### src/dtc_defines.svh
// dtc_defines.svh: offsets, field positions and reset values of the
// dram timing configuration block.
// assumes: included by its bare name from every file that needs it.
`ifndef DTC_DEFINES_SVH
`define DTC_DEFINES_SVH

// byte offsets on the register port
`define DTC_OFS_CFG_LO    8'h00
`define DTC_OFS_CFG_HI    8'h01
`define DTC_OFS_STATUS    8'h02

// configuration word reset value, slowest timing
`define DTC_CFG_RESET     16'hFFFF

// configuration field positions
`define DTC_BIT_FPM       15
`define DTC_BIT_DUAL      14
`define DTC_BIT_DEPTH_HI  13
`define DTC_BIT_DEPTH_LO  12
`define DTC_BIT_UNUSED    11
`define DTC_BIT_ADS_DLY   10
`define DTC_BIT_RFSH_W    9
`define DTC_BIT_PRECHG    8
`define DTC_BIT_WDD_HI    7
`define DTC_BIT_WAD_HI    5
`define DTC_BIT_WAD_LO    4
`define DTC_BIT_RDD_HI    3
`define DTC_BIT_RDD_LO    2
`define DTC_BIT_RAD_HI    1
`define DTC_BIT_RAD_LO    0

// cycle counts chosen by single configuration bits
`define DTC_RFSH_SHORT    2'h2
`define DTC_RFSH_LONG     2'h3
`define DTC_PRECHG_SHORT  2'h1
`define DTC_PRECHG_LONG   2'h2

// processor address bits 31:30 that select dram
`define DTC_DRAM_REGION   2'h0

`endif

### src/dtc_pkg.sv
// dtc_pkg.sv: types shared by the dram timing configuration block.
// assumes: compiled before every module of the block.
package dtc_pkg;

	// bank depth selection
	typedef enum logic [1:0] {
		DTC_D256K = 2'h0,
		DTC_D1M   = 2'h1,
		DTC_D4M   = 2'h2
	} dtc_depth_e;

	// access sequencer states
	typedef enum logic [2:0] {
		DTC_IDLE     = 3'h0,
		DTC_RFSH     = 3'h1,
		DTC_ADDR_WT  = 3'h2,
		DTC_DATA     = 3'h3,
		DTC_DATA_WT  = 3'h4,
		DTC_PRECHG   = 3'h5
	} dtc_state_e;

endpackage : dtc_pkg

### src/dtc_cfg_reg.sv
// dtc_cfg_reg.sv: the 16-bit configuration word as two byte lanes.
// assumes: byte writes come from the main block's address decode.
`timescale 1ns/1ps
`include "dtc_defines.svh"

module dtc_cfg_reg import dtc_pkg::*; (
	input  wire logic        mclk,
	input  wire logic        sys_rst,
	input  wire logic [1:0]  byte_wr,
	input  wire logic [7:0]  wdata,
	output logic      [15:0] cfg
);

	localparam logic [15:0] CFG_RST = `DTC_CFG_RESET;

	// one lane per byte, written separately or back to back
	for (genvar b = 0; b < 2; b++) begin : g_lane
		logic [7:0] lane_q;
		always_ff @(posedge mclk) begin
			if (sys_rst) begin
				lane_q <= CFG_RST[8*b +: 8];
			end else if (byte_wr[b]) begin
				lane_q <= wdata;
			end
		end
		assign cfg[8*b +: 8] = lane_q;
	end

endmodule : dtc_cfg_reg

### src/dtc_field_decode.sv
// dtc_field_decode.sv: turns the configuration word into timing fields.
// assumes: the word is sampled by the sequencer at each access start.
`timescale 1ns/1ps
`include "dtc_defines.svh"

module dtc_field_decode import dtc_pkg::*; (
	input  wire logic [15:0] cfg,
	output logic             fpm_mode,
	output logic             dual_bank,
	output dtc_depth_e       depth,
	output logic             ads_delay,
	output logic      [1:0]  rfsh_cycles,
	output logic      [1:0]  prechg_cycles,
	output logic      [1:0]  wr_addr_wait,
	output logic      [1:0]  wr_data_wait,
	output logic      [1:0]  rd_addr_wait,
	output logic      [1:0]  rd_data_wait
);

	// 0x -> 1, 10 -> 2, 11 -> 3; shared by read and write address waits
	function automatic logic [1:0] addr_waits(input logic [1:0] f);
		addr_waits = f[1] ? {1'b1, f[0]} : 2'h1;
	endfunction : addr_waits

	// bit 11 is deliberately left out of every field
	assign fpm_mode      = cfg[`DTC_BIT_FPM];
	assign dual_bank     = cfg[`DTC_BIT_DUAL];
	assign depth         = cfg[`DTC_BIT_DEPTH_HI] ? DTC_D4M :
	                       (cfg[`DTC_BIT_DEPTH_LO] ? DTC_D1M : DTC_D256K);
	assign ads_delay     = cfg[`DTC_BIT_ADS_DLY];
	assign rfsh_cycles   = cfg[`DTC_BIT_RFSH_W] ?
	                       `DTC_RFSH_LONG : `DTC_RFSH_SHORT;
	assign prechg_cycles = cfg[`DTC_BIT_PRECHG] ?
	                       `DTC_PRECHG_LONG : `DTC_PRECHG_SHORT;
	// write: bit 6 ignored, bit 7 picks 1 or 2 data waits
	assign wr_addr_wait  = addr_waits(cfg[`DTC_BIT_WAD_HI:`DTC_BIT_WAD_LO]);
	assign wr_data_wait  = cfg[`DTC_BIT_WDD_HI] ? 2'h2 : 2'h1;
	// read: 00 -> 0, 01 -> 1, 1x -> 2 data waits
	assign rd_addr_wait  = addr_waits(cfg[`DTC_BIT_RAD_HI:`DTC_BIT_RAD_LO]);
	assign rd_data_wait  = cfg[`DTC_BIT_RDD_HI] ? 2'h2 :
	                       {1'b0, cfg[`DTC_BIT_RDD_LO]};

endmodule : dtc_field_decode

### src/dtc_dram_timing.sv
// dtc_dram_timing.sv: dram timing configuration register and the
// access sequencer that obeys it.
// assumes: one 50 MHz clock; processor pins synchronous to it; the
// register port strobes last one cycle and never overlap.
//
// What this block does
// - bit 15 set gives fast-page-mode cas timing, clear gives edo timing.
// - bit 14 set decodes two banks per module (four), clear one (two).
// - bits 13:12 pick 256K, 1M or 4M words and the row/column split.
// - at 256K depth each bank is 256K by 32 with nine address lines.
// - bit 11 changes nothing in the controller.
// - bit 10 set uses the address strobe one clock late, clear at once.
// - refresh holds ras for two clocks, or three with bit 9 set.
// - ras stays off at least one clock, or two with bit 8 set, between uses.
// - write waits are 1/2/3 from bits 5:4 then 1 or 2 per bit 7.
// - read waits are 1/2/3 from bits 1:0 then 0/1/2 from bits 3:2.
// - every reset loads the configuration word with all ones.
// - the word is accessed as low and high bytes, also back to back.
`timescale 1ns/1ps
`include "dtc_defines.svh"

module dtc_dram_timing import dtc_pkg::*; (
	input  wire logic        mclk,
	input  wire logic        sys_rst,
	// register port
	input  wire logic [7:0]  reg_addr,
	input  wire logic [7:0]  reg_wdata,
	input  wire logic        reg_wr,
	input  wire logic        reg_rd,
	output logic      [7:0]  reg_rdata,
	// processor local bus
	input  wire logic        addr_strobe_n,
	input  wire logic [31:0] cpu_addr,
	input  wire logic        cpu_write,
	input  wire logic        burst_last_n,
	output logic             dram_ready,
	// refresh request and grant
	input  wire logic        refresh_req,
	output logic             refresh_gnt,
	// dram module banks
	output logic      [3:0]  dram_ras_n,
	output logic             dram_cas_n,
	output logic             dram_we_n,
	output logic      [10:0] dram_addr
);

	// ---- register port decode ----
	logic [15:0] cfg;
	logic [1:0]  byte_wr;
	logic        sel_lo;
	logic        sel_hi;
	logic        sel_st;
	logic [7:0]  status;
	logic [7:0]  rdata_d;
	logic [7:0]  rdata_q;

	// address match for each byte; unmapped offsets read as zero
	assign sel_lo  = (reg_addr == `DTC_OFS_CFG_LO);
	assign sel_hi  = (reg_addr == `DTC_OFS_CFG_HI);
	assign sel_st  = (reg_addr == `DTC_OFS_STATUS);
	assign byte_wr = {reg_wr & sel_hi, reg_wr & sel_lo};
	assign rdata_d = sel_lo ? cfg[7:0] :
	                 sel_hi ? cfg[15:8] :
	                 sel_st ? status : 8'h00;

	// read data stands only in the cycle after the read strobe
	always_ff @(posedge mclk) begin
		if (sys_rst) begin
			rdata_q <= 8'h00;
		end else begin
			rdata_q <= reg_rd ? rdata_d : 8'h00;
		end
	end
	assign reg_rdata = rdata_q;

	dtc_cfg_reg u_cfg (
		.mclk    (mclk),
		.sys_rst (sys_rst),
		.byte_wr (byte_wr),
		.wdata   (reg_wdata),
		.cfg     (cfg)
	);

	// ---- live field decode ----
	logic       f_fpm;
	logic       f_dual;
	dtc_depth_e f_depth;
	logic       f_ads_dly;
	logic [1:0] f_rfsh;
	logic [1:0] f_prechg;
	logic [1:0] f_wad;
	logic [1:0] f_wdd;
	logic [1:0] f_rad;
	logic [1:0] f_rdd;

	dtc_field_decode u_dec (
		.cfg           (cfg),
		.fpm_mode      (f_fpm),
		.dual_bank     (f_dual),
		.depth         (f_depth),
		.ads_delay     (f_ads_dly),
		.rfsh_cycles   (f_rfsh),
		.prechg_cycles (f_prechg),
		.wr_addr_wait  (f_wad),
		.wr_data_wait  (f_wdd),
		.rd_addr_wait  (f_rad),
		.rd_data_wait  (f_rdd)
	);

	// ---- request detection ----
	logic        req_now;
	logic        req_dly_q;
	logic [31:0] addr_dly_q;
	logic        wr_dly_q;
	logic        req_use;
	logic [31:0] addr_use;
	logic        wr_use;

	// strobe low with dram region selected starts an access
	assign req_now = ~addr_strobe_n &
	                 (cpu_addr[31:30] == `DTC_DRAM_REGION);

	// one-clock copy of the request, for slow address settling
	always_ff @(posedge mclk) begin
		if (sys_rst) begin
			req_dly_q  <= 1'b0;
			addr_dly_q <= 32'h0000_0000;
			wr_dly_q   <= 1'b0;
		end else begin
			req_dly_q  <= req_now;
			addr_dly_q <= cpu_addr;
			wr_dly_q   <= cpu_write;
		end
	end

	// a request that arrives while busy is lost; the processor waits
	// for ready, so it cannot issue another one in the meantime
	assign req_use  = f_ads_dly ? req_dly_q : req_now;
	assign addr_use = f_ads_dly ? addr_dly_q : cpu_addr;
	assign wr_use   = f_ads_dly ? wr_dly_q : cpu_write;

	// ---- address split per depth ----
	// returns {bank[1:0], row[10:0], col[10:0]} for a byte address
	function automatic logic [23:0] split(input dtc_depth_e d,
	                                      input logic       dual,
	                                      input logic [31:0] a);
		logic [1:0]  bk;
		logic [10:0] row;
		logic [10:0] col;
		bk  = 2'h0;
		row = 11'h000;
		col = 11'h000;
		unique case (d)
			DTC_D256K: begin
				col = {2'h0, a[10:2]};
				row = {2'h0, a[19:11]};
				bk  = {a[20], dual & a[21]};
			end
			DTC_D1M: begin
				col = {1'b0, a[11:2]};
				row = {1'b0, a[21:12]};
				bk  = {a[22], dual & a[23]};
			end
			DTC_D4M: begin
				col = a[12:2];
				row = a[23:13];
				bk  = {a[24], dual & a[25]};
			end
			default: begin
				col = 11'h000;
				row = 11'h000;
				bk  = 2'h0;
			end
		endcase
		split = {bk, row, col};
	endfunction : split

	logic [23:0] split_now;
	assign split_now = split(f_depth, f_dual, addr_use);

	// ---- sequencer ----
	dtc_state_e  state_q;
	dtc_state_e  state_d;
	logic [1:0]  cnt_q;
	logic [1:0]  cnt_d;
	logic [1:0]  beat_q;
	logic [1:0]  beat_nx;
	logic        wr_q;
	logic        fpm_q;
	logic [1:0]  dwait_q;
	logic [1:0]  prechg_q;
	logic [1:0]  bank_q;
	logic [10:0] col_q;
	logic [10:0] addr_q;
	logic        start_acc;
	logic        start_rfsh;
	logic        last_beat;
	logic [1:0]  bank_sel;
	logic        ras_on;

	// refresh wins over a processor access in the same cycle
	assign start_rfsh = (state_q == DTC_IDLE) & refresh_req;
	assign start_acc  = (state_q == DTC_IDLE) & ~refresh_req & req_use;
	assign last_beat  = ~burst_last_n;
	// bank 1 of a socket only exists in dual-bank mode
	assign bank_sel   = split_now[23:22];

	// next state and counter
	always_comb begin
		state_d = state_q;
		cnt_d   = cnt_q;
		unique case (state_q)
			DTC_IDLE: begin
				if (start_rfsh) begin
					state_d = DTC_RFSH;
					cnt_d   = f_rfsh;
				end else if (start_acc) begin
					state_d = DTC_ADDR_WT;
					cnt_d   = wr_use ? f_wad : f_rad;
				end
			end
			DTC_RFSH: begin
				if (cnt_q == 2'h1) begin
					state_d = DTC_PRECHG;
					cnt_d   = prechg_q;
				end else begin
					cnt_d = cnt_q - 2'h1;
				end
			end
			DTC_ADDR_WT: begin
				if (cnt_q == 2'h1) begin
					state_d = DTC_DATA;
				end else begin
					cnt_d = cnt_q - 2'h1;
				end
			end
			DTC_DATA: begin
				if (last_beat) begin
					state_d = DTC_PRECHG;
					cnt_d   = prechg_q;
				end else if (dwait_q != 2'h0) begin
					state_d = DTC_DATA_WT;
					cnt_d   = dwait_q;
				end
			end
			DTC_DATA_WT: begin
				if (cnt_q == 2'h1) begin
					state_d = DTC_DATA;
				end else begin
					cnt_d = cnt_q - 2'h1;
				end
			end
			DTC_PRECHG: begin
				if (cnt_q == 2'h1) begin
					state_d = DTC_IDLE;
				end else begin
					cnt_d = cnt_q - 2'h1;
				end
			end
			default: begin
				state_d = DTC_IDLE;
				cnt_d   = 2'h0;
			end
		endcase
	end

	// state and counter registers
	always_ff @(posedge mclk) begin
		if (sys_rst) begin
			state_q <= DTC_IDLE;
			cnt_q   <= 2'h0;
		end else begin
			state_q <= state_d;
			cnt_q   <= cnt_d;
		end
	end

	// fields frozen at the start, so software cannot upset a live access
	always_ff @(posedge mclk) begin
		if (sys_rst) begin
			wr_q     <= 1'b0;
			fpm_q    <= 1'b1;
			dwait_q  <= 2'h0;
			prechg_q <= `DTC_PRECHG_LONG;
			bank_q   <= 2'h0;
			col_q    <= 11'h000;
		end else if (start_rfsh) begin
			prechg_q <= f_prechg;
		end else if (start_acc) begin
			wr_q     <= wr_use;
			fpm_q    <= f_fpm;
			dwait_q  <= wr_use ? f_wdd : f_rdd;
			prechg_q <= f_prechg;
			bank_q   <= bank_sel;
			col_q    <= split_now[10:0];
		end
	end

	// burst beat counter steps the column within a four-word burst
	always_ff @(posedge mclk) begin
		if (sys_rst || start_acc) begin
			beat_q <= 2'h0;
		end else if (state_q == DTC_DATA) begin
			beat_q <= beat_q + 2'h1;
		end
	end

	// beat of the next data cycle; leaving a data cycle it has moved on,
	// so zero-wait bursts do not repeat the previous column
	assign beat_nx = (state_q == DTC_DATA) ? beat_q + 2'h1 : beat_q;

	// row on the pins first, then the column of the current beat
	always_ff @(posedge mclk) begin
		if (sys_rst) begin
			addr_q <= 11'h000;
		end else if (start_acc) begin
			addr_q <= split_now[21:11];
		end else if (state_d == DTC_DATA || state_d == DTC_DATA_WT) begin
			addr_q <= {col_q[10:2], col_q[1:0] + beat_nx};
		end
	end
	assign dram_addr = addr_q;

	// ---- dram strobes ----
	assign ras_on = (state_q == DTC_RFSH) || (state_q == DTC_ADDR_WT) ||
	                (state_q == DTC_DATA) || (state_q == DTC_DATA_WT);

	// refresh strobes every bank; an access strobes only its own
	for (genvar i = 0; i < 4; i++) begin : g_ras
		assign dram_ras_n[i] = ~(ras_on &&
		                         ((state_q == DTC_RFSH) ||
		                          (bank_q == 2'(i))));
	end

	// edo keeps cas low across read data waits so data stays valid;
	// fast-page parts need cas high to precharge between beats
	assign dram_cas_n = ~((state_q == DTC_DATA) ||
	                      (state_q == DTC_RFSH) ||
	                      (state_q == DTC_DATA_WT && ~fpm_q && ~wr_q));
	assign dram_we_n  = ~(wr_q && (state_q == DTC_ADDR_WT ||
	                               state_q == DTC_DATA ||
	                               state_q == DTC_DATA_WT));

	// ---- processor handshakes ----
	assign dram_ready  = (state_q == DTC_DATA);
	assign refresh_gnt = start_rfsh;

	// status: state, beat, frozen direction and type
	assign status = {fpm_q, wr_q, beat_q, 1'b0, state_q};

endmodule : dtc_dram_timing

### config.mk
export PLATFORM = sky130hd
export DESIGN_NAME = dtc_dram_timing
export DESIGN_NICKNAME = d
export VERILOG_FILES = /design/src/dtc_pkg.sv /design/src/dtc_cfg_reg.sv /design/src/dtc_field_decode.sv /design/src/dtc_dram_timing.sv
export VERILOG_INCLUDE_DIRS = /design/src /design/src/src
export SDC_FILE = /design/constraint.sdc
export NUM_CORES = 1
export LEC_CHECK = 0
export BUFFER_PORTS_ARGS = -buffer_cell sky130_fd_sc_hd__buf_4
export CAP_MARGIN = 20
export CORE_MARGIN = 2
export CORE_UTILIZATION = 55
export CTS_BUF_LIST = sky130_fd_sc_hd__clkbuf_4
export DETAILED_ROUTE_END_ITERATION = 6
export PLACE_DENSITY = 0.9
export SLEW_MARGIN = 20
export SYNTH_ARGS = -nofsm -noshare
export SYNTH_HDL_FRONTEND = slang
export SYNTH_HIERARCHICAL = 1
export SYNTH_SLANG_ARGS = --single-unit
### constraint.sdc
create_clock -name mclk -period 5.8 [get_ports mclk]
set_input_delay 0.87 -clock mclk [delete_from_list [all_inputs] [get_ports mclk]]
set_output_delay 0.87 -clock mclk [all_outputs]
set_load 0.05 [all_outputs]
==> parameters.txt <==
Parameter                              Value

Outcome
  Run status ... finished clean

Min path
  Worst hold endpoint ... prechg_q[0]
  Startpoint of the worst hold path ... prechg_q[0]
  Hold depth ... 2
  Min-delay worst type ... flop to flop

Logic synthesis
  Most frequently used flop master after synthesis ... sky130_fd_sc_hd__dfxtp_1
  Post-Synthesis Cells ... 451
  Count of distinct cell types in the synthesized netlist ... 49
  Async SR Flop Fraction ... 0%
  Yosys warning count ... 6
  Synthesized area ... 0.004278 sq mm
  Flop and latch count out of synthesis ... 87
  Number of synthesized flops with an enable pin ... 0
  Number of nets in the synthesized netlist ... 513
  Sequential fraction of the synthesis area ... 40.71%
  Mean Syn Cell Area ... 9.485 sq um

Setup path
  Largest fanout on the critical path ... 24
  Register-to-register path setup slack ... 2620 ps
  Library cell contributing the largest single delay on the critical path ... sky130_fd_sc_hd__mux2i_1
  Path depth of the worst reg2reg path ... 5
  Worst EP required ... 6060 ps
  Buf/Inv on CP ... 0
  Critical path type ... flop to flop
  Maximum cell stage delay along the critical path ... 760 ps
  CP Capture Type ... flop
  Reg2Reg Launch Point ... state_q[2]
  Capture point of the worst reg-to-reg path ... dram_addr[6]
  CP Data Arrival Time ... 3450 ps
  Critical Path, Cell by Cell ... or4_4 -> a21oi_2 -> nor2_1 -> mux2i_1 -> a221oi_1
  Type of origin of the critical path ... flop
  Crit path max-delay family ... compound AO/OA/AOI/OAI gates

Final layout
  Final Net Count ... 555
  Register Area ... 0.001742 sq mm
  Number of non-filler instances in the completed layout ... 600
  Layout cell share with drive strength beyond 1 ... 26.31%
  Antenna cells ... 0
  Area of the multi-input gates ... 0.002221 sq mm
  Layout overhead on the synthesized area ... 12.14%
  Filler cells ... 624
  Final standard cell utilization of the core ... 62.73%

Placement
  Placed wire-length estimate ... 6820 um
  Dpl cells ... 584
  Routability-driven placement congestion ratio ... 0.8983
  Port Buffer Count ... 76

Die
  Die Width ... 92.19 um
  Starting density of the core ... 55.94%
  Area of the die ... 0.008499 sq mm
  Core box area ... 0.007647 sq mm
  Vertical extent of the die ... 92.19 um
  Count of boundary I/O pins ... 83
  Site Rows ... 32

Routing
  Post-route ant nets ... 0
  Vias after detailed routing ... 3568
  First DRT Iteration DRCs ... 315
  Routed wirelength normalized by instance count ... 16.13 um
  Remaining DRCs ... 0
  Iteration count of the initial detailed-routing pass ... 7
  Total detailed-routing wirelength ... 9678 um
  Number of vias per cell after detailed routing ... 5.947

STA
  Part of the cycle the worst path needs ... 54.90%
  Unrepaired setup endpoints after global routing ... false
  Min cycle time layout ... 3184 ps
  Total count of max-transition violations in the final report ... 0
  Maximum achievable frequency ... 0.3141 GHz
  Hold violation count in the final report ... 0
  Setup violations, final ... 0
  Slew HR ... 29.71%
  Worst hold margin ... 469.4 ps
  Final total negative setup slack ... 0 ps
  Pin slew with the least headroom to its limit ... 1054 ps
  Setup clock skew after layout ... 7.358 ps

CTS
  Clock tree from TritonCTS ... yes
  Hold buffers post-CTS ... 0
  Clock root buffer master ... sky130_fd_sc_hd__clkbuf_4
  Worst skew pair latency ... 420 ps
  CTS-repair resized insts ... 0
  Clock-pin slew of the registers on the worst-case setup and hold paths ... 120 ps
  H-tree lvl count ... 3
  Number of clock sinks seen by CTS ... 87
  Post-CTS repair timing setup buffer count ... 0
  CTS Buf Count ... 9
  Buffer levels on the longest clock path ... 2

Power
  Power per cell area ... 254.7 mW/mm^2
  Final total power ... 1.222 mW
  Leakage component of the power ... 1.957 nW
  Peak ir drop on the vdd network ... 0.1025 mV

Flow run
  Count of max-cap constraint violations ... 0

Global routing
  Via count of the first global-routing pass ... 3300
  Wire length of the first global-routing pass ... 15730 um
  Grt total ovfl ... 0
  Initial antenna violation count ... 0
  Total global routing track utilization ... 22.81%
  Pin count of the biggest net entering global routing ... 81
==> per-stage QoR <==
stage | setup WS, ps | cell area, sq um
after floorplan | 2821 | 4278
after global placement | 2267 | 4695
after detailed placement | 2158 | 4695
after CTS | 2618 | 4797
after global routing | 2273 | 4797
final | 2616 | 4797
==> placed cells by master, fill, tap and decap left out, drive strengths merged, types with 3 or more instances in the layout <==
master,n
a22oi,11
a222oi,10
a211oi,8
clkbuf,10
a32oi,5
o211ai,4
and2b,3
buf,77
a211o,17
nand3b,3
nand4b,3
nor3,13
dfxtp,87
clkinv,5
o21ai,3
nor2,53
a31oi,3
a21oi,25
mux2,24
xor2,4
nor4,3
nand2,13
nand2b,5
a221oi,12
mux2i,15
inv,7
ha,6
nor2b,50
==> logic make-up after synthesis <==
logic type,share of synthesized area (%)
and+or+nand+nor,20.33
AOI/OAI and AO/OA,18.89
DFF,40.71
buffers and inverters,7.371
muxes,9.827
adders and majority gates,1.755
xor gates and xnor gates,1.024
other,0.08766
==> cell usage after synthesis (4+ instances only) <==
master                     number  share of area [%]
sky130_fd_sc_hd__a211o_2        5                1.2
sky130_fd_sc_hd__a221oi_1      10                2.0
sky130_fd_sc_hd__a21oi_1       24                2.8
sky130_fd_sc_hd__a32oi_1        5                1.0
sky130_fd_sc_hd__nor3_1        11                1.3
sky130_fd_sc_hd__nor2b_1       48                7.0
sky130_fd_sc_hd__a222oi_1      10                2.3
sky130_fd_sc_hd__inv_1          7               0.61
sky130_fd_sc_hd__dfxtp_1       87                 41
sky130_fd_sc_hd__xor2_1         4               0.82
sky130_fd_sc_hd__a22oi_1       11                1.9
sky130_fd_sc_hd__mux2i_1       15                3.5
sky130_fd_sc_hd__buf_2          9                1.1
sky130_fd_sc_hd__nand2b_1       5               0.73
sky130_fd_sc_hd__a211o_1       12                2.5
sky130_fd_sc_hd__buf_4         12                2.1
sky130_fd_sc_hd__clkbuf_1      17                1.5
sky130_fd_sc_hd__ha_1           6                1.8
sky130_fd_sc_hd__buf_6          8                2.1
sky130_fd_sc_hd__nor2_1        53                4.7
sky130_fd_sc_hd__mux2_2        24                6.3
sky130_fd_sc_hd__a211oi_1       7                1.2
sky130_fd_sc_hd__o211ai_1       4               0.70
sky130_fd_sc_hd__nand2_1       13                1.1
==> flip-flops by register name (all words and copies together) (netlist names) <==
register / cells
addr_dly_q: 24
bank_q: 2
beat_q: 2
cnt_q: 2
col_q: 11
dram_addr: 11
dwait_q: 2
fpm_q: 1
prechg_q: 2
reg_rdata: 8
req_dly_q: 1
state_q: 3
u_cfg/g_lane.lane_q: 16
wr_dly_q: 1
wr_q: 1
==> final cells by class <==
| type | instances | area share [%] |
|---|---|---|
| multi-input cells | 311 | 46.30 |
| inverters | 7 | 0.5477 |
| well taps | 102 | 2.660 |
| flip-flops and latches | 87 | 36.31 |
| clock buffers | 10 | 1.565 |
| repair buffers | 77 | 12.05 |
| clock inverters | 6 | 0.5738 |
==> worst max-delay path by stage <==
| stage | depth (start not counted) | from | to |
|---|---|---|---|
| 2_1_floorplan | 6 | refresh_req | dram_addr[10] |
| 3_3_place_gp | 6 | cpu_addr[31] | dram_addr[9] |
| 3_5_place_dp | 6 | cpu_addr[31] | dram_addr[6] |
| 4_1_cts | 5 | state_q[2] | dram_addr[6] |
| 5_1_grt | 5 | state_q[2] | dram_addr[6] |
| 6_report | 5 | state_q[2] | dram_addr[6] |
==> worst min-delay path: cells and delay by family, from the launching register on <==
family	cells	cell delay [ps]
AND/OR/NAND/NOR	1	50
AO/OA/AOI/OAI	1	50
flip-flops	1	330
==> report_power, final <==
group	total, mW	leakage, nW	switching [mW]	internal, mW
clock network	0.281	0.0563	0.194	0.0869
logic	0.289	1.19	0.177	0.112
registers	0.652	0.711	0.0235	0.628
total	1.22	1.96	0.394	0.827
==> metal layers <==
metal  global-route usage, %  vias to the layer above  share of wire, %
met4                   8.831                        0               1.4
li1                        -                     1707                 -
met5                       0                        -                 0
met2                   36.64                      143                48
met3                   3.122                       16               6.7
met1                   31.17                     1702                44
(Power assumes the default switching activity.)
